## src/hdl/pnsa_regs.svh

```systemverilog
`ifndef PNSA_REGS_SVH
`define PNSA_REGS_SVH

// Register offsets of the driver, as seen over the two-wire bus
`define PNSA_SPEED_CMD_ADDR 8'h30
`define PNSA_UNLOCK_KEY_ADDR 8'h31
`define PNSA_NVM_STATUS_ADDR 8'h32
`define PNSA_ACCESS_CTRL_ADDR 8'h35
`define PNSA_MOTOR_NVM_CTRL_ADDR 8'h60
`define PNSA_FIRST_SHADOW_ADDR 8'h90
`define PNSA_LAST_SHADOW_ADDR 8'h96
`define PNSA_SHADOW_WORDS 7

// Field positions
`define PNSA_MOTOR_DISABLE_BIT 15
`define PNSA_COMMAND_A_BIT 15
`define PNSA_READY_FLAG_BIT 0
`define PNSA_ACCESS_KIND_LSB 0
`define PNSA_WRITE_SELECT_BIT 2
`define PNSA_RELOAD_BIT 3
`define PNSA_SHADOW_SELECT_BIT 4

// Field values
`define PNSA_ACCESS_KIND_MASS 2'h2
`define PNSA_KEY_CLEAR 16'h0000
`define PNSA_KEY_UNLOCK 16'hC0DE
`define PNSA_CTRL_CLEAR 16'h0000

// Arbitrary bus address of the driver; set to match the board
`define PNSA_DEV_ADDR 7'h52

// Timing
`define PNSA_CLK_PERIOD_NS 8
`define PNSA_WAKE_WAIT_MS 10
`define PNSA_WAKE_WAIT_CYCLES ((`PNSA_WAKE_WAIT_MS * 1000000 + `PNSA_CLK_PERIOD_NS - 1) / `PNSA_CLK_PERIOD_NS)
`define PNSA_SCL_PERIOD_NS 2500
`define PNSA_SCL_QUARTER_CYCLES ((`PNSA_SCL_PERIOD_NS + 4 * `PNSA_CLK_PERIOD_NS - 1) / (4 * `PNSA_CLK_PERIOD_NS))
`define PNSA_POLL_LIMIT 1024

`endif

```

## src/hdl/pnsa_pkg.sv

```systemverilog
package pnsa_pkg;

   typedef enum logic [2:0] {
      PNSA_CMD_REG_WRITE = 3'h0,
      PNSA_CMD_REG_READ = 3'h1,
      PNSA_CMD_MASS_WRITE = 3'h2,
      PNSA_CMD_MASS_READ = 3'h3,
      PNSA_CMD_SLEEP = 3'h4
   } pnsa_cmd_t;

   typedef enum logic [1:0] {
      PNSA_OP_START = 2'h0,
      PNSA_OP_STOP = 2'h1,
      PNSA_OP_WRITE = 2'h2,
      PNSA_OP_READ = 2'h3
   } pnsa_i2c_op_t;

   typedef enum logic [2:0] {
      PNSA_UOP_END = 3'h0,
      PNSA_UOP_WAIT = 3'h1,
      PNSA_UOP_WR = 3'h2,
      PNSA_UOP_RD = 3'h3,
      PNSA_UOP_POLL = 3'h4
   } pnsa_uop_t;

   typedef struct packed {
      pnsa_uop_t kind;
      logic rep;
      logic [7:0] addr;
      logic [15:0] data;
   } pnsa_uop_step_t;

   typedef struct packed {
      pnsa_i2c_op_t op;
      logic [7:0] wbyte;
      logic ack;
   } pnsa_byte_step_t;

   typedef enum logic [5:0] {
      PNSA_S_IDLE = 6'h01,
      PNSA_S_FETCH = 6'h02,
      PNSA_S_WAIT = 6'h04,
      PNSA_S_ISSUE = 6'h08,
      PNSA_S_BUSY = 6'h10,
      PNSA_S_FINISH = 6'h20
   } pnsa_ctrl_state_t;

endpackage

```

## src/hdl/pnsa_host_ctrl.sv

```systemverilog
`timescale 1ns/10ps
`include "pnsa_regs.svh"
// Notes on behaviour
// - Sleep: motor off, command_a on, motor on, then speed field zero.
// - Program only with motor stopped; power-cycle and read back afterwards. The controller does neither; it ends after clearing motor_disable.
// - Wait at least 10 ms after wake before any store access.
// - Set motor_disable before store access; driver stops the motor meanwhile.
// - Clear the unlock key with 0x0000 before writing the key.
// - Write 0xC0DE to the key; access only allowed after it.
// - Read nvm_ready_flag as one before issuing an operation.
// - Mass write first loads all shadows 0x90 through 0x96.
// - Mass write command: shadow 0, reload 0, write select 1, kind 10.
// - Afterwards clear motor_disable to restore motor driving; a poll timeout skips this and leaves it set.
module pnsa_host_ctrl
   import pnsa_pkg::*;
#(
   parameter int WAKE_WAIT_CYCLES = `PNSA_WAKE_WAIT_CYCLES,
   parameter int POLL_LIMIT = `PNSA_POLL_LIMIT,
   parameter logic [6:0] DEV_ADDR = `PNSA_DEV_ADDR,
   parameter int SCL_QUARTER = `PNSA_SCL_QUARTER_CYCLES
) (
   input wire logic mclk_i,
   input wire logic rst_i,
   input wire logic cmd_valid_i,
   input wire pnsa_cmd_t cmd_kind_i,
   input wire logic [7:0] cmd_addr_i,
   input wire logic [15:0] cmd_data_i,
   input wire logic [111:0] param_wdata_i,
   input wire logic sda_i,
   output logic cmd_ready_o,
   output logic cmd_done_o,
   output logic cmd_error_o,
   output logic [15:0] rdata_o,
   output logic [111:0] param_rdata_o,
   output logic scl_o,
   output logic scl_oe_o,
   output logic sda_o,
   output logic sda_oe_o
);

   localparam logic [15:0] MOTOR_OFF = 16'(1 << `PNSA_MOTOR_DISABLE_BIT);
   localparam logic [15:0] SPEED_ZERO_A = 16'(1 << `PNSA_COMMAND_A_BIT);
   localparam logic [15:0] MASS_RD_CTRL =
      16'({14'h0000, `PNSA_ACCESS_KIND_MASS} << `PNSA_ACCESS_KIND_LSB);
   localparam logic [15:0] MASS_WR_CTRL =
      MASS_RD_CTRL | 16'(1 << `PNSA_WRITE_SELECT_BIT);
   localparam logic [2:0] LAST_WORD = 3'(`PNSA_SHADOW_WORDS - 1);

   typedef struct packed {
      pnsa_ctrl_state_t st;
      pnsa_cmd_t cmd;
      logic [7:0] addr;
      logic [15:0] data;
      logic [111:0] pin;
      logic [111:0] pout;
      logic [3:0] pc;
      logic [2:0] w;
      logic [3:0] bi;
      pnsa_uop_step_t u;
      logic [15:0] rd;
      logic [15:0] polls;
      logic err;
      logic ready;
      logic done;
      logic error;
      logic [15:0] rdata;
      logic op_valid;
      pnsa_byte_step_t b;
      logic tstart;
   } pnsa_ctrl_regs_t;

   pnsa_ctrl_regs_t r;
   pnsa_ctrl_regs_t next_r;
   logic adv;
   logic [3:0] last_bi;
   logic op_done;
   logic op_nack;
   logic [7:0] op_rdata;
   logic t_expired;

   function automatic pnsa_uop_step_t mk(input pnsa_uop_t k, input logic rep,
                                         input logic [7:0] a, input logic [15:0] d);
      pnsa_uop_step_t s;
      s.kind = k;
      s.rep = rep;
      s.addr = a;
      s.data = d;
      return s;
   endfunction

   // Step program of each user command; the shadow steps repeat once per word
   function automatic pnsa_uop_step_t uop_at(input pnsa_cmd_t cmd, input logic [3:0] pc,
                                             input logic [7:0] a, input logic [15:0] d,
                                             input logic [15:0] word, input logic [2:0] w);
      pnsa_uop_step_t s;
      logic massw;
      logic [7:0] shadow;
      s = mk(PNSA_UOP_END, 1'b0, 8'h00, 16'h0000);
      massw = (cmd == PNSA_CMD_MASS_WRITE);
      shadow = `PNSA_FIRST_SHADOW_ADDR + {5'h00, w};
      unique case (cmd)
         PNSA_CMD_REG_WRITE: begin
            if (pc == 4'h0) begin
               s = mk(PNSA_UOP_WR, 1'b0, a, d);
            end
         end
         PNSA_CMD_REG_READ: begin
            if (pc == 4'h0) begin
               s = mk(PNSA_UOP_RD, 1'b0, a, 16'h0000);
            end
         end
         PNSA_CMD_SLEEP: begin
            case (pc)
               4'h0: s = mk(PNSA_UOP_WR, 1'b0, `PNSA_MOTOR_NVM_CTRL_ADDR, MOTOR_OFF);
               4'h1: s = mk(PNSA_UOP_WR, 1'b0, `PNSA_SPEED_CMD_ADDR, SPEED_ZERO_A);
               4'h2: s = mk(PNSA_UOP_WR, 1'b0, `PNSA_MOTOR_NVM_CTRL_ADDR,
                            `PNSA_CTRL_CLEAR);
               // Speed field zero while command_a stays set
               4'h3: s = mk(PNSA_UOP_WR, 1'b0, `PNSA_SPEED_CMD_ADDR, SPEED_ZERO_A);
               default: s = mk(PNSA_UOP_END, 1'b0, 8'h00, 16'h0000);
            endcase
         end
         PNSA_CMD_MASS_WRITE,
         PNSA_CMD_MASS_READ: begin
            case (pc)
               4'h0: s = mk(PNSA_UOP_WAIT, 1'b0, 8'h00, 16'h0000);
               // Motor held off for the whole access, so nothing spins meanwhile
               4'h1: s = mk(PNSA_UOP_WR, 1'b0, `PNSA_MOTOR_NVM_CTRL_ADDR,
                            MOTOR_OFF);
               4'h2: s = mk(PNSA_UOP_WR, 1'b0, `PNSA_UNLOCK_KEY_ADDR, `PNSA_KEY_CLEAR);
               4'h3: s = mk(PNSA_UOP_WR, 1'b0, `PNSA_UNLOCK_KEY_ADDR, `PNSA_KEY_UNLOCK);
               4'h4: s = mk(PNSA_UOP_POLL, 1'b0, `PNSA_NVM_STATUS_ADDR, 16'h0000);
               4'h5: begin
                  if (massw) begin
                     s = mk(PNSA_UOP_WR, 1'b1, shadow, word);
                  end else begin
                     s = mk(PNSA_UOP_WR, 1'b0, `PNSA_ACCESS_CTRL_ADDR, MASS_RD_CTRL);
                  end
               end
               4'h6: begin
                  if (massw) begin
                     s = mk(PNSA_UOP_WR, 1'b0, `PNSA_ACCESS_CTRL_ADDR, MASS_WR_CTRL);
                  end else begin
                     s = mk(PNSA_UOP_POLL, 1'b0, `PNSA_NVM_STATUS_ADDR, 16'h0000);
                  end
               end
               4'h7: begin
                  if (massw) begin
                     s = mk(PNSA_UOP_POLL, 1'b0, `PNSA_NVM_STATUS_ADDR, 16'h0000);
                  end else begin
                     s = mk(PNSA_UOP_RD, 1'b1, shadow, 16'h0000);
                  end
               end
               4'h8: s = mk(PNSA_UOP_WR, 1'b0, `PNSA_MOTOR_NVM_CTRL_ADDR,
                            `PNSA_CTRL_CLEAR);
               default: s = mk(PNSA_UOP_END, 1'b0, 8'h00, 16'h0000);
            endcase
         end
         default: s = mk(PNSA_UOP_END, 1'b0, 8'h00, 16'h0000);
      endcase
      return s;
   endfunction

   // Byte sequence of one register access: write is 6 steps, read 8
   function automatic pnsa_byte_step_t byte_at(input logic rd_kind, input logic [3:0] bi,
                                               input logic [7:0] a, input logic [15:0] d,
                                               input logic [6:0] dev);
      pnsa_byte_step_t b;
      b.op = PNSA_OP_STOP;
      b.wbyte = 8'h00;
      b.ack = 1'b0;
      if (!rd_kind) begin
         case (bi)
            4'h0: b.op = PNSA_OP_START;
            4'h1: b = '{op: PNSA_OP_WRITE, wbyte: {dev, 1'b0}, ack: 1'b0};
            4'h2: b = '{op: PNSA_OP_WRITE, wbyte: a, ack: 1'b0};
            4'h3: b = '{op: PNSA_OP_WRITE, wbyte: d[15:8], ack: 1'b0};
            4'h4: b = '{op: PNSA_OP_WRITE, wbyte: d[7:0], ack: 1'b0};
            default: b.op = PNSA_OP_STOP;
         endcase
      end else begin
         case (bi)
            4'h0: b.op = PNSA_OP_START;
            4'h1: b = '{op: PNSA_OP_WRITE, wbyte: {dev, 1'b0}, ack: 1'b0};
            4'h2: b = '{op: PNSA_OP_WRITE, wbyte: a, ack: 1'b0};
            4'h3: b.op = PNSA_OP_START;
            4'h4: b = '{op: PNSA_OP_WRITE, wbyte: {dev, 1'b1}, ack: 1'b0};
            4'h5: b = '{op: PNSA_OP_READ, wbyte: 8'h00, ack: 1'b1};
            4'h6: b = '{op: PNSA_OP_READ, wbyte: 8'h00, ack: 1'b0};
            default: b.op = PNSA_OP_STOP;
         endcase
      end
      return b;
   endfunction

   always_comb begin
      next_r = r;
      adv = 1'b0;
      next_r.done = 1'b0;
      next_r.op_valid = 1'b0;
      next_r.tstart = 1'b0;
      last_bi = (r.u.kind == PNSA_UOP_RD || r.u.kind == PNSA_UOP_POLL) ? 4'h7 : 4'h5;
      unique case (r.st)
         PNSA_S_IDLE: begin
            if (cmd_valid_i) begin
               next_r.cmd = cmd_kind_i;
               next_r.addr = cmd_addr_i;
               next_r.data = cmd_data_i;
               next_r.pin = param_wdata_i;
               next_r.pc = 4'h0;
               next_r.w = 3'h0;
               next_r.polls = 16'h0000;
               next_r.err = 1'b0;
               next_r.ready = 1'b0;
               next_r.st = PNSA_S_FETCH;
            end
         end
         PNSA_S_FETCH: begin
            next_r.u = uop_at(r.cmd, r.pc, r.addr, r.data, r.pin[r.w*16 +: 16], r.w);
            next_r.bi = 4'h0;
            unique case (next_r.u.kind)
               PNSA_UOP_END: next_r.st = PNSA_S_FINISH;
               PNSA_UOP_WAIT: begin
                  next_r.tstart = 1'b1;
                  next_r.st = PNSA_S_WAIT;
               end
               PNSA_UOP_WR,
               PNSA_UOP_RD,
               PNSA_UOP_POLL: next_r.st = PNSA_S_ISSUE;
            endcase
         end
         PNSA_S_WAIT: begin
            if (t_expired) begin
               adv = 1'b1;
            end
         end
         PNSA_S_ISSUE: begin
            next_r.b = byte_at(r.u.kind != PNSA_UOP_WR, r.bi, r.u.addr, r.u.data, DEV_ADDR);
            next_r.op_valid = 1'b1;
            next_r.st = PNSA_S_BUSY;
         end
         PNSA_S_BUSY: begin
            if (op_done) begin
               if (r.b.op == PNSA_OP_READ) begin
                  next_r.rd = {r.rd[7:0], op_rdata};
               end
               if (r.b.op == PNSA_OP_WRITE && op_nack) begin
                  // Unanswered byte: close the bus with a stop and report failure
                  next_r.err = 1'b1;
                  next_r.bi = last_bi;
                  next_r.st = PNSA_S_ISSUE;
               end else if (r.bi != last_bi) begin
                  next_r.bi = r.bi + 4'h1;
                  next_r.st = PNSA_S_ISSUE;
               end else if (r.err) begin
                  next_r.st = PNSA_S_FINISH;
               end else begin
                  unique case (r.u.kind)
                     PNSA_UOP_RD: begin
                        next_r.rdata = r.rd;
                        if (r.u.rep) begin
                           next_r.pout[r.w*16 +: 16] = r.rd;
                        end
                        adv = 1'b1;
                     end
                     PNSA_UOP_POLL: begin
                        if (r.rd[`PNSA_READY_FLAG_BIT]) begin
                           adv = 1'b1;
                        end else if (r.polls == 16'(POLL_LIMIT - 1)) begin
                           // Bounded poll so a dead store cannot hang the controller
                           next_r.err = 1'b1;
                           next_r.st = PNSA_S_FINISH;
                        end else begin
                           next_r.polls = r.polls + 16'h0001;
                           next_r.bi = 4'h0;
                           next_r.st = PNSA_S_ISSUE;
                        end
                     end
                     default: adv = 1'b1;
                  endcase
               end
            end
         end
         PNSA_S_FINISH: begin
            next_r.done = 1'b1;
            next_r.error = r.err;
            next_r.ready = 1'b1;
            next_r.st = PNSA_S_IDLE;
         end
      endcase
      if (adv) begin
         next_r.polls = 16'h0000;
         next_r.st = PNSA_S_FETCH;
         if (r.u.rep && r.w != LAST_WORD) begin
            next_r.w = r.w + 3'h1;
         end else begin
            next_r.w = 3'h0;
            next_r.pc = r.pc + 4'h1;
         end
      end
   end

   always_ff @(posedge mclk_i) begin
      if (rst_i) begin
         r <= '0;
         r.st <= PNSA_S_IDLE;
         r.ready <= 1'b1;
      end else begin
         r <= next_r;
      end
   end

   pnsa_wait_timer #(
      .CYCLES(WAKE_WAIT_CYCLES)
   ) u_wake_timer (
      .mclk_i(mclk_i),
      .rst_i(rst_i),
      .start_i(r.tstart),
      .expired_o(t_expired)
   );

   pnsa_i2c_byte #(
      .QUARTER(SCL_QUARTER)
   ) u_i2c (
      .mclk_i(mclk_i),
      .rst_i(rst_i),
      .op_valid_i(r.op_valid),
      .op_i(r.b.op),
      .wdata_i(r.b.wbyte),
      .ack_send_i(r.b.ack),
      .sda_i(sda_i),
      .op_done_o(op_done),
      .op_nack_o(op_nack),
      .rdata_o(op_rdata),
      .scl_o(scl_o),
      .scl_oe_o(scl_oe_o),
      .sda_o(sda_o),
      .sda_oe_o(sda_oe_o)
   );

   assign cmd_ready_o = r.ready;
   assign cmd_done_o = r.done;
   assign cmd_error_o = r.error;
   assign rdata_o = r.rdata;
   assign param_rdata_o = r.pout;

endmodule

```

## src/hdl/pnsa_i2c_byte.sv

```systemverilog
`timescale 1ns/10ps
`include "pnsa_regs.svh"
module pnsa_i2c_byte
   import pnsa_pkg::*;
#(
   parameter int QUARTER = `PNSA_SCL_QUARTER_CYCLES
) (
   input wire logic mclk_i,
   input wire logic rst_i,
   input wire logic op_valid_i,
   input wire pnsa_i2c_op_t op_i,
   input wire logic [7:0] wdata_i,
   input wire logic ack_send_i,
   input wire logic sda_i,
   output logic op_done_o,
   output logic op_nack_o,
   output logic [7:0] rdata_o,
   output logic scl_o,
   output logic scl_oe_o,
   output logic sda_o,
   output logic sda_oe_o
);

   typedef struct packed {
      logic busy;
      pnsa_i2c_op_t op;
      logic [5:0] step;
      logic [7:0] div;
      logic [8:0] sh;
      logic scl_low;
      logic sda_low;
      logic sync1;
      logic sync2;
      logic done;
      logic nack;
      logic [7:0] rdata;
   } pnsa_i2c_state_t;

   pnsa_i2c_state_t r;
   pnsa_i2c_state_t next_r;
   logic [5:0] last;

   always_comb begin
      next_r = r;
      next_r.done = 1'b0;
      next_r.sync1 = sda_i;
      next_r.sync2 = r.sync1;
      last = (r.op == PNSA_OP_START || r.op == PNSA_OP_STOP) ? 6'h03 : 6'h23;
      if (!r.busy) begin
         if (op_valid_i) begin
            next_r.busy = 1'b1;
            next_r.op = op_i;
            next_r.step = 6'h00;
            next_r.div = 8'h00;
            // Ninth bit drives the acknowledge slot: released on writes
            next_r.sh = (op_i == PNSA_OP_READ) ? {8'hFF, ~ack_send_i} : {wdata_i, 1'b1};
         end
      end else if (r.div != 8'(QUARTER - 1)) begin
         next_r.div = r.div + 8'h01;
      end else begin
         next_r.div = 8'h00;
         unique case (r.op)
            PNSA_OP_START: begin
               // Releases data before clock so a repeated start never looks like a stop
               unique case (r.step[1:0])
                  2'h0: next_r.sda_low = 1'b0;
                  2'h1: next_r.scl_low = 1'b0;
                  2'h2: next_r.sda_low = 1'b1;
                  2'h3: next_r.scl_low = 1'b1;
               endcase
            end
            PNSA_OP_STOP: begin
               unique case (r.step[1:0])
                  2'h0: next_r.sda_low = 1'b1;
                  2'h1: next_r.scl_low = 1'b0;
                  2'h2: next_r.sda_low = 1'b0;
                  2'h3: next_r.sda_low = 1'b0;
               endcase
            end
            PNSA_OP_WRITE,
            PNSA_OP_READ: begin
               unique case (r.step[1:0])
                  2'h0: next_r.sda_low = ~r.sh[8];
                  2'h1: next_r.scl_low = 1'b0;
                  2'h2: next_r.sh = {r.sh[7:0], r.sync2};
                  2'h3: next_r.scl_low = 1'b1;
               endcase
            end
         endcase
         if (r.step == last) begin
            next_r.busy = 1'b0;
            next_r.done = 1'b1;
            next_r.nack = r.sh[0];
            next_r.rdata = r.sh[8:1];
         end else begin
            next_r.step = r.step + 6'h01;
         end
      end
   end

   always_ff @(posedge mclk_i) begin
      if (rst_i) begin
         r <= '0;
         r.sync1 <= 1'b1;
         r.sync2 <= 1'b1;
      end else begin
         r <= next_r;
      end
   end

   assign op_done_o = r.done;
   assign op_nack_o = r.nack;
   assign rdata_o = r.rdata;
   assign scl_o = 1'b0;
   assign scl_oe_o = r.scl_low;
   assign sda_o = 1'b0;
   assign sda_oe_o = r.sda_low;

endmodule

```

## src/hdl/pnsa_wait_timer.sv

```systemverilog
`timescale 1ns/10ps
module pnsa_wait_timer
   import pnsa_pkg::*;
#(
   parameter int CYCLES = 16
) (
   input wire logic mclk_i,
   input wire logic rst_i,
   input wire logic start_i,
   output logic expired_o
);

   localparam int CW = $clog2(CYCLES + 1);

   typedef struct packed {
      logic run;
      logic [CW-1:0] cnt;
      logic expired;
   } pnsa_timer_state_t;

   pnsa_timer_state_t r;
   pnsa_timer_state_t next_r;

   always_comb begin
      next_r = r;
      next_r.expired = 1'b0;
      if (start_i) begin
         next_r.run = 1'b1;
         next_r.cnt = '0;
      end else if (r.run) begin
         if (r.cnt == CW'(CYCLES - 1)) begin
            next_r.run = 1'b0;
            next_r.expired = 1'b1;
         end else begin
            next_r.cnt = r.cnt + CW'(1);
         end
      end
   end

   always_ff @(posedge mclk_i) begin
      if (rst_i) begin
         r <= '0;
      end else begin
         r <= next_r;
      end
   end

   assign expired_o = r.expired;

endmodule

```

## config.mk

```make
export PLATFORM = sky130hd
export DESIGN_NAME = pnsa_host_ctrl
export DESIGN_NICKNAME = d
export VERILOG_FILES = /design/src/hdl/pnsa_pkg.sv /design/src/hdl/pnsa_host_ctrl.sv /design/src/hdl/pnsa_i2c_byte.sv /design/src/hdl/pnsa_wait_timer.sv
export VERILOG_INCLUDE_DIRS = /design/src /design/src/hdl
export SDC_FILE = /design/constraint.sdc
export NUM_CORES = 1
export LEC_CHECK = 0
export BUFFER_PORTS_ARGS = -buffer_cell sky130_fd_sc_hd__buf_2
export CAP_MARGIN = 20
export CORE_MARGIN = 10
export CORE_UTILIZATION = 55
export DETAILED_ROUTE_END_ITERATION = 16
export PLACE_DENSITY = 0.88
export RECOVER_POWER = 25
export SYNTH_ARGS = -nofsm -noshare
export SYNTH_HDL_FRONTEND = slang
export SYNTH_SLANG_ARGS = --single-unit
```

## constraint.sdc

```tcl
create_clock -name mclk_i -period 4 [get_ports mclk_i]
set_clock_uncertainty 0.15 [all_clocks]
set_input_delay 0.4 -clock mclk_i [delete_from_list [all_inputs] [get_ports mclk_i]]
set_output_delay 0.4 -clock mclk_i [all_outputs]
set_load 0.05 [all_outputs]
```

# [Yosys cells after proc, flatten, opt, wreduce, memory -nomap -nowiden]
# Cells that the tools add are included.
[classes] addsub=9 mul=0 div=0 order_cmp=0 eq_ne=72 n_shift=3 mux=88 n_bitwise=10 n_reduce_logical=50
[ops] operator="$pmux W28 S9" count=1
[ops] operator="$mux W145" count=1
[ops] operator="$bwmux W112" count=1
[ops] operator="$pmux W28 S4" count=1
[ops] operator="$shift A16 B34 Y112 const A" count=1
[ops] operator="$shiftx A112 B8 Y16" count=1
[ops] operator="$shiftx A16 B34 Y112" count=1
[ops] operator="$mux W17" count=5
[ops] operator="$mux W28" count=3
[ops] operator="$pmux W27 S3" count=1
[ops] operator="$pmux W9 S4" count=2
[ops] operator="$mux W6" count=10
[ops] operator="$mux W27" count=2
[ops] operator="$mux W23" count=2
[ops] operator="$neg A7 Y34" count=1
[ops] operator="$pmux W17 S2" count=1
[ops] operator="$mux W16" count=2
[ops] operator="$mux W4" count=8
[ops] operator="$pmux W6 S5" count=1
[ops] operator="$eq A4 B3 Y1 const B" count=7
[ops] operator="$mux W9" count=3
[ops] operator="$mux W26" count=1
[ops] operator="$ne A2 B2 Y1 const B" count=13
[ops] operator="$mux W25" count=1
[ops] operator="other kinds (67)" count=162
[word_totals] regBits=424 latchBits=0 mem_bits_rw=0 romBits=0 input_bits=143 wordCells=273 mem_count=0

# [Logic depth before layout (Yosys ltp)]
# Gate-level depths: netlist of run 1.
[depth] ltp_word=10 mapped_depth=12

# [Cells and area by module]
# A second synthesis of run 1 with hierarchy kept.
[unflattened] hier_cells=2416 area_unflattened_um2=19439.9
[modules_own_cells] module="pnsa_host_ctrl" n_inst=1 cells_per_inst=2070 area_each_um2=16379.5 seq_area_each_um2=7226.9
[modules_own_cells] module="pnsa_i2c_byte" n_inst=1 cells_per_inst=216 area_each_um2=1949.4 seq_area_each_um2=800.8
[modules_own_cells] module="pnsa_wait_timer" n_inst=1 cells_per_inst=130 area_each_um2=1111.1 seq_area_each_um2=460.4

# [Worst setup path after synthesis of run 1]
# OpenSTA, ideal clock, no wires.
[synth_timing] kind="reg-to-reg" from="reg r[98] in the netlist's numbering" to="reg r (netlist bit param_rdata_o[10])" setup_ns=0.128 t_arrival_ns=2.937 t_required_ns=3.722 slack_ns=0.786 path_stages_with_launch=13 path_buffers=4 synth_period_minus_slack_ns=3.214 cell_sequence="dfxtp_1 clkbuf_1 clkbuf_1 inv_1 ha_1 ha_1 clkbuf_1 nor4bb_1 nand2_1 nor2_2 buf_4 mux2i_1 nor2_1"
[synth_between] elab_chain_cells=3
[synth_lines] element="start: declaration" line="pnsa_host_ctrl.sv:72" rtl="pnsa_ctrl_regs_t r;"
[synth_lines] element="start signal: assignment" line="pnsa_host_ctrl.sv:309" rtl="r <= next_r;"
[synth_lines] element="$neg A7 Y34 *" line="pnsa_host_ctrl.sv:262" rtl="next_r.pout[r.w*16 +: 16] = r.rd;"
[synth_lines] element="$shiftx A16 B34 Y112 / $shift A16 B34 Y112 (equally long branches)" line="pnsa_host_ctrl.sv:262"
[synth_lines] element="$bwmux W112 *" line="pnsa_host_ctrl.sv:262"
# Every way passes the cells marked *; elsewhere a longest branch is shown, timed or not.
# A chain may end at the register's enable or synchronous reset.

# [Worst setup path after layout of run 1]
[layout_timing] from="reg r[357] in the netlist's numbering" to="reg r (netlist bit param_rdata_o[33])"
[layout_between] elab_chain_cells=2
[layout_lines] element="$eq A6 B5 Y1" line="pnsa_host_ctrl.sv:203" rtl="unique case (r.st)"
[layout_lines] element="$reduce_and A7 Y1 (no line)"
# Every way passes these cells.

==> impl_metrics.toml, run 1 <==
[drt]
viasPerCell = 5.99
wl_per_cell_um = 20.0
drtIter0Drc = 1808
routed_wl_um = 60200
ant_nets = 0
drc_errors = 0
firstDrtPassIters = 6
vias = 18074

[synthesis]
avgSynthCellArea_um2 = 8.14
synth_fa_ha_area_frac = 0.0151
synth.cell_area_um2 = 19000
ys_seq_elements = 424
ys_seq_area_frac = 0.446
synth_top_family_by_area = "simple AND/OR/NAND/NOR gates"
synth_xor_area_frac = 0.0152
synth_compound_area_frac = 0.149
yosysTopAreaCellShare = 0.446
synth_simple_gate_area_share = 0.229
muxShareOfSynthArea = 0.0544
synth_top_area_cell = "dfxtp_1"
synth_area_leaders = "dfxtp_1 45%, nand2_1 10%, a21oi_1 7.3%, buf_4 5.3%, nor2_1 3.5%"
synth_cells = 2339
synth_edf_count = 0
synthTopCellsByCount = "507 x nand2_1, 424 x dfxtp_1, 276 x a21oi_1"
synth_warnings = 0
synthFlopType = "dfxtp_1"
synth-async-reset-ratio = 0
yosysMostFrequentCell = "nand2_1"
yosysUniqueCellTypes = 79

[global_routing]
grt_overflow = 0
grt_max_degree = 144
antenna_found_initial = 2
grt_pass1_vias = 17833
grt_pass1_wl_um = 93800
track_usage = 0.270

[clock_network]
cts_buffer_depth = 3
worstSkewPairLatency_ps = 570
clockRootBuffer = "clkbuf_16"
cts_setup_buffers = 0
clkSinkCount = 424
cts_hold_buf = 140
ctsResizeCount = 0
htreeDepth = 2
cts_tree = "done"
cts_buffers = 43
cts.clk_slew.worst_paths_ps = 60

[floorplanning]
placementRows = 68
start_util = 0.554
io_pins = 278
die_h_um = 206
die_area_um2 = 42400
die_w_um = 206
coreArea_um2 = 34400

[power]
powerDensity_nw_per_um2 = 434
p_leak_nw = 8.01
ir_worst_vdd_v = 0.000378

[hold_path]
hold_path_depth = 2
hp-class = "primary input to flip-flop"

[critical_path]
crit_fanout = 19
path_class = "flip-flop to flip-flop"
cpPeakStageDelay_ps = 590
cp.arrival_ps = 3370
slowest_stage = "or4_4"
crit_chain = "or4_4 > nor4b_4 > o211ai_1 > buf_4 > nor2_4 > nand4_1 > nand2_1 > a21oi_1"
cp-start-kind = "flip-flop"
r2r_slack_ps = 880
end_kind = "flip-flop"
worstRegToRegCells = 8
cp.required_ps = 4240

[placement]
port_buffers = 275
gp_congestion = 0.923
dpl.hpwl_um = 36100

[cells_and_area]
drive_above_1_share = 0.111
num-fill-cells = 2619
post-route-util = 0.650
area_growth_pct = 17.4
nets = 2692

[sta]
worst_slew_pin_slew_ps = 2390
relSlewSlack = -0.595
fin_tns_setup_ps = 0
max_clock_freq_mhz = 320
rsz0062_at_grt = "false"
finalCritPeriodShare = 0.781
layout_min_cycle_time_ps = 3120
hold_viol = 0
slew_violations = 56
setup_violations = 0

[status]
status = "finished, violations left"
violations = "max-capacitance violations, max-slew violations"

[job]
maxCapViolations = 1
==> layout by cell type, fill, tap and decap left out, drive strengths merged, types with 23 or more instances in the layout <==
cell and n:
clkbuf 195, nand3b 56, nand2 508, buf 166
nor3 26, a21oi 276, dfxtp 424, ha 23
nor2 180, nand3 58, mux2i 64, dlygate4sd3 140
o21ai 119
==> final timing paths <==
kind                                     from                        endpoint
setup / recovery          r[357]$_SDFFE_PP0P_  param_rdata_o[33]$_SDFFE_PP0P_
hold / removal                          rst_i         rdata_o[0]$_SDFFE_PP0P_
setup reg to reg          r[357]$_SDFFE_PP0P_  param_rdata_o[33]$_SDFFE_PP0P_
hold reg to reg   u_i2c.next_r[10]$_SDFF_PP1_          u_i2c.r[10]$_SDFF_PP1_
==> routing by layer <==
layer  vias to the layer above  track usage  part of all wire
li1                       8203            -                 -
met2                      1117        0.470              0.49
met4                         0        0.142             0.052
met3                       269       0.0589             0.098
met1                      8485        0.305              0.36
met5                         -            0                 0
==> through the flow <==
step	instance area (um^2)	power, W	hold WS [ps]	setup WS, ps	instances
final	22300	0.00969	243	877	3017
after global routing	22300	0.00995	267	682	3016
after CTS	22500	0.00961	212	890	3013
after detailed placement	19600	0.00527	250	918	2795
after global placement	19600	0.00525	249	1030	2794
after floorplan	19000	0.00503	239	786	2340
==> cells by family after synthesis <==
group,after synthesis
adder cells (fa/ha/maj),23
multiplexers,83
AO/OA/AOI/OAI,501
buffers and inverters,319
XOR/XNOR,33
other,1
flip-flops,424
AND/OR/NAND/NOR,955
==> power by group <==
group / internal (W) / switching [W] / total (W)
combinational: 0.000350 / 0.000540 / 0.000890
clock: 0.00260 / 0.00173 / 0.00432
sequential: 0.00437 / 0.000111 / 0.00448
==> flip-flops by register name, summed over array words and instances, names as in the netlist <==
signal                  count
param_rdata_o             112
u_i2c.op_nack_o             1
u_wake_timer.r             22
u_wake_timer.expired_o      1
rdata_o                    16
cmd_error_o                 1
u_i2c.scl_oe_o              1
u_i2c.op_done_o             1
u_i2c.sda_oe_o              1
r                         230
cmd_done_o                  1
cmd_ready_o                 1
u_i2c.rdata_o               8
u_i2c.r                    27
u_i2c.next_r                1
==> worst max-delay path: cells and delay by family, from the launching register on <==
kind / cells / cell delay, ps
AND/OR/NAND/NOR: 5 / 1950
flip-flops: 1 / 380
buffers and inverters: 1 / 270
AO/OA/AOI/OAI: 2 / 200
==> final cells by class <==
class / instances / area, um^2 / area share
multi-input combinational: 1597 / 8840 / 0.396
sequential: 424 / 8490 / 0.380
timing repair buffer: 440 / 2830 / 0.127
clock buffer: 61 / 1260 / 0.0566
tap: 455 / 569 / 0.0255
clock inverter: 17 / 254 / 0.0114
inverter: 20 / 75.1 / 0.00336
antenna: 3 / 7.51 / 0.000336
Power figures use the tool's default switching activity.
==> inputs of run 2 (changes only) <==
==> constraint.sdc (replaced) <==
create_clock -name mclk_i -period 3.2 [get_ports mclk_i]
set_clock_uncertainty 0.15 [all_clocks]
set_input_delay 0.32 -clock mclk_i [delete_from_list [all_inputs] [get_ports mclk_i]]
set_output_delay 0.32 -clock mclk_i [all_outputs]
set_load 0.05 [all_outputs]
==> impl_metrics.toml, run 2 (synthesis gave the netlist of run 1 again) <==
[clock_network]
worstSkewPairLatency_ps = 570
clockRootBuffer = "clkbuf_16"
cts_buffer_depth = 3
cts_tree = "done"
cts_buffers = 42
clkSinkCount = 424
cts.clk_slew.worst_paths_ps = 60
htreeDepth = 2

[sta]
finalCritPeriodShare = 0.950
setup_violations = 0
hold_viol = 0
relSlewSlack = -0.499
rsz0062_at_grt = "false"
max_clock_freq_mhz = 329
slew_violations = 53
layout_min_cycle_time_ps = 3040
holdWs_ps = 97.4
worst_slew_pin_slew_ps = 2250
fin_tns_setup_ps = 0

[floorplanning]
die_w_um = 206
die_h_um = 206
start_util = 0.554
coreArea_um2 = 34400
io_pins = 278
placementRows = 68
die_area_um2 = 42400

[drt]
ant_nets = 0
wl_per_cell_um = 19.4
routed_wl_um = 58800
firstDrtPassIters = 6
viasPerCell = 5.92
vias = 17937
drtIter0Drc = 1867
drc_errors = 0

[power]
comb_power_share = 0.097
p_leak_nw = 8.00
clkPwrFrac = 0.423
pwr-share-seq = 0.480
p_int_w = 0.00868
powerDensity_nw_per_um2 = 522
switching_share = 0.255
switchingPower_w = 0.00297
ir_worst_vdd_v = 0.000663

[critical_path]
r2r_end = "param_rdata_o[75]$_SDFFE_PP0P_"
end_kind = "flip-flop"
r2r-start = "r[357]$_SDFFE_PP0P_"
slowest_stage = "or4_4"
path_buf_inv = 0
crit_fanout = 16
crit_chain = "or4_4 > nor4b_4 > o211ai_1 > nor2_4 > and3_1 > nand2_1 > a21oi_1"
cp-start-kind = "flip-flop"
path_class = "flip-flop to flip-flop"
worstRegToRegCells = 7
cp.required_ps = 3530
cp.arrival_ps = 3370
cpPeakStageDelay_ps = 600
r2r_slack_ps = 160
critPathTopFamily = "simple AND/OR/NAND/NOR gates"

[global_routing]
grt_pass1_wl_um = 91300
track_usage = 0.263
antenna_found_initial = 1
grt_overflow = 0
grt_pass1_vias = 17456
grt_max_degree = 144

[cells_and_area]
area_growth_pct = 17.2
layout.cells.most_common = "nand2_1"
mostFrequentLayoutCells = "507 x nand2_1, 422 x dfxtp_1, 276 x a21oi_1"
largest_register_ffs = 230
nets = 2707
drive_above_1_share = 0.114
largest_register = "r"

[hold_path]
hp-class = "primary input to flip-flop"
hp-start = "rst_i"
hold_path_end = "cmd_done_o$_SDFF_PP0_"
hold_path_depth = 2

[status]
violations = "max-capacitance violations, max-slew violations"
status = "finished, violations left"

[placement]
gp_congestion = 0.934
dpl.hpwl_um = 35500
port_buffers = 275

[job]
maxCapViolations = 1
[run 2: cell count changes in the layout (fill, tap and decap cells not counted), moves of 2 or more]
cell	delta
buf_4	+14
bufinv_16	-5
clkinvlp_4	+2
diode_2	-2
clkbuf_16	-2
clkbuf_1	+5
clkinv_2	-4
[run 2: final cells by class]
cell class | count | area (um^2)
antenna | 1 | 2.50
clock buffer | 64 | 1230
clock inverter | 12 | 141
fill | 2625 | 12100
inverter | 20 | 75.1
multi-input combinational | 1597 | 8840
sequential | 424 | 8490
tap | 455 | 569
timing repair buffer | 456 | 2960
[run 2: worst max path at each step]
stage / depth (start not counted) / to / startpoint
2_1_floorplan: 12 / param_rdata_o[10]$_SDFFE_PP0P_ / r[98]$_SDFFE_PP0P_
3_3_place_gp: 7 / param_rdata_o[37]$_SDFFE_PP0P_ / r[357]$_SDFFE_PP0P_
3_5_place_dp: 7 / param_rdata_o[33]$_SDFFE_PP0P_ / r[357]$_SDFFE_PP0P_
4_1_cts: 7 / param_rdata_o[33]$_SDFFE_PP0P_ / r[357]$_SDFFE_PP0P_
5_1_grt: 7 / param_rdata_o[75]$_SDFFE_PP0P_ / r[357]$_SDFFE_PP0P_
6_report: 7 / param_rdata_o[75]$_SDFFE_PP0P_ / r[357]$_SDFFE_PP0P_
[run 2: power groups by stage]
stage	clock, W	combinational [W]	sequential, W
final	0.00493	0.00113	0.00560
after CTS	0.00493	0.00106	0.00557
after floorplan	0	0.000636	0.00565
after global routing	0.00517	0.00122	0.00561
after detailed placement	0	0.000918	0.00569
after global placement	0	0.000897	0.00568
[run 2: per-layer routing]
layer | track usage | wire [um]
met5 | 0 | 0
met4 | 0.158 | 3520
met3 | 0.0553 | 5520
met2 | 0.450 | 28400
met1 | 0.296 | 21400
[run 2: metrics by stage]
| step | instances | area, um^2 | worst slack [ps] | utilization | power [W] |
|---|---|---|---|---|---|
| CTS | 3026 | 22500 | 170 | 0.654 | 0.0116 |
| global placement | 2810 | 19700 | 349 | 0.573 | 0.00657 |
| floorplan | 2340 | 19000 | 112 | - | 0.00629 |
| detailed placement | 2810 | 19700 | 208 | 0.573 | 0.00661 |
| global route | 3029 | 22300 | 8.76 | 0.649 | 0.0120 |
| finish | 3029 | 22300 | 160 | 0.649 | 0.0117 |
[run 2: timing repair]
| action | in CTS | in global routing |
|---|---|---|
| hold buffers | 140 | 0 |
| setup buffers | 0 | 1 |
| hold endpoints to repair | 140 | 0 |
| gates resized for setup | 0 | 1 |
| setup endpoints to repair | 0 | 7 |
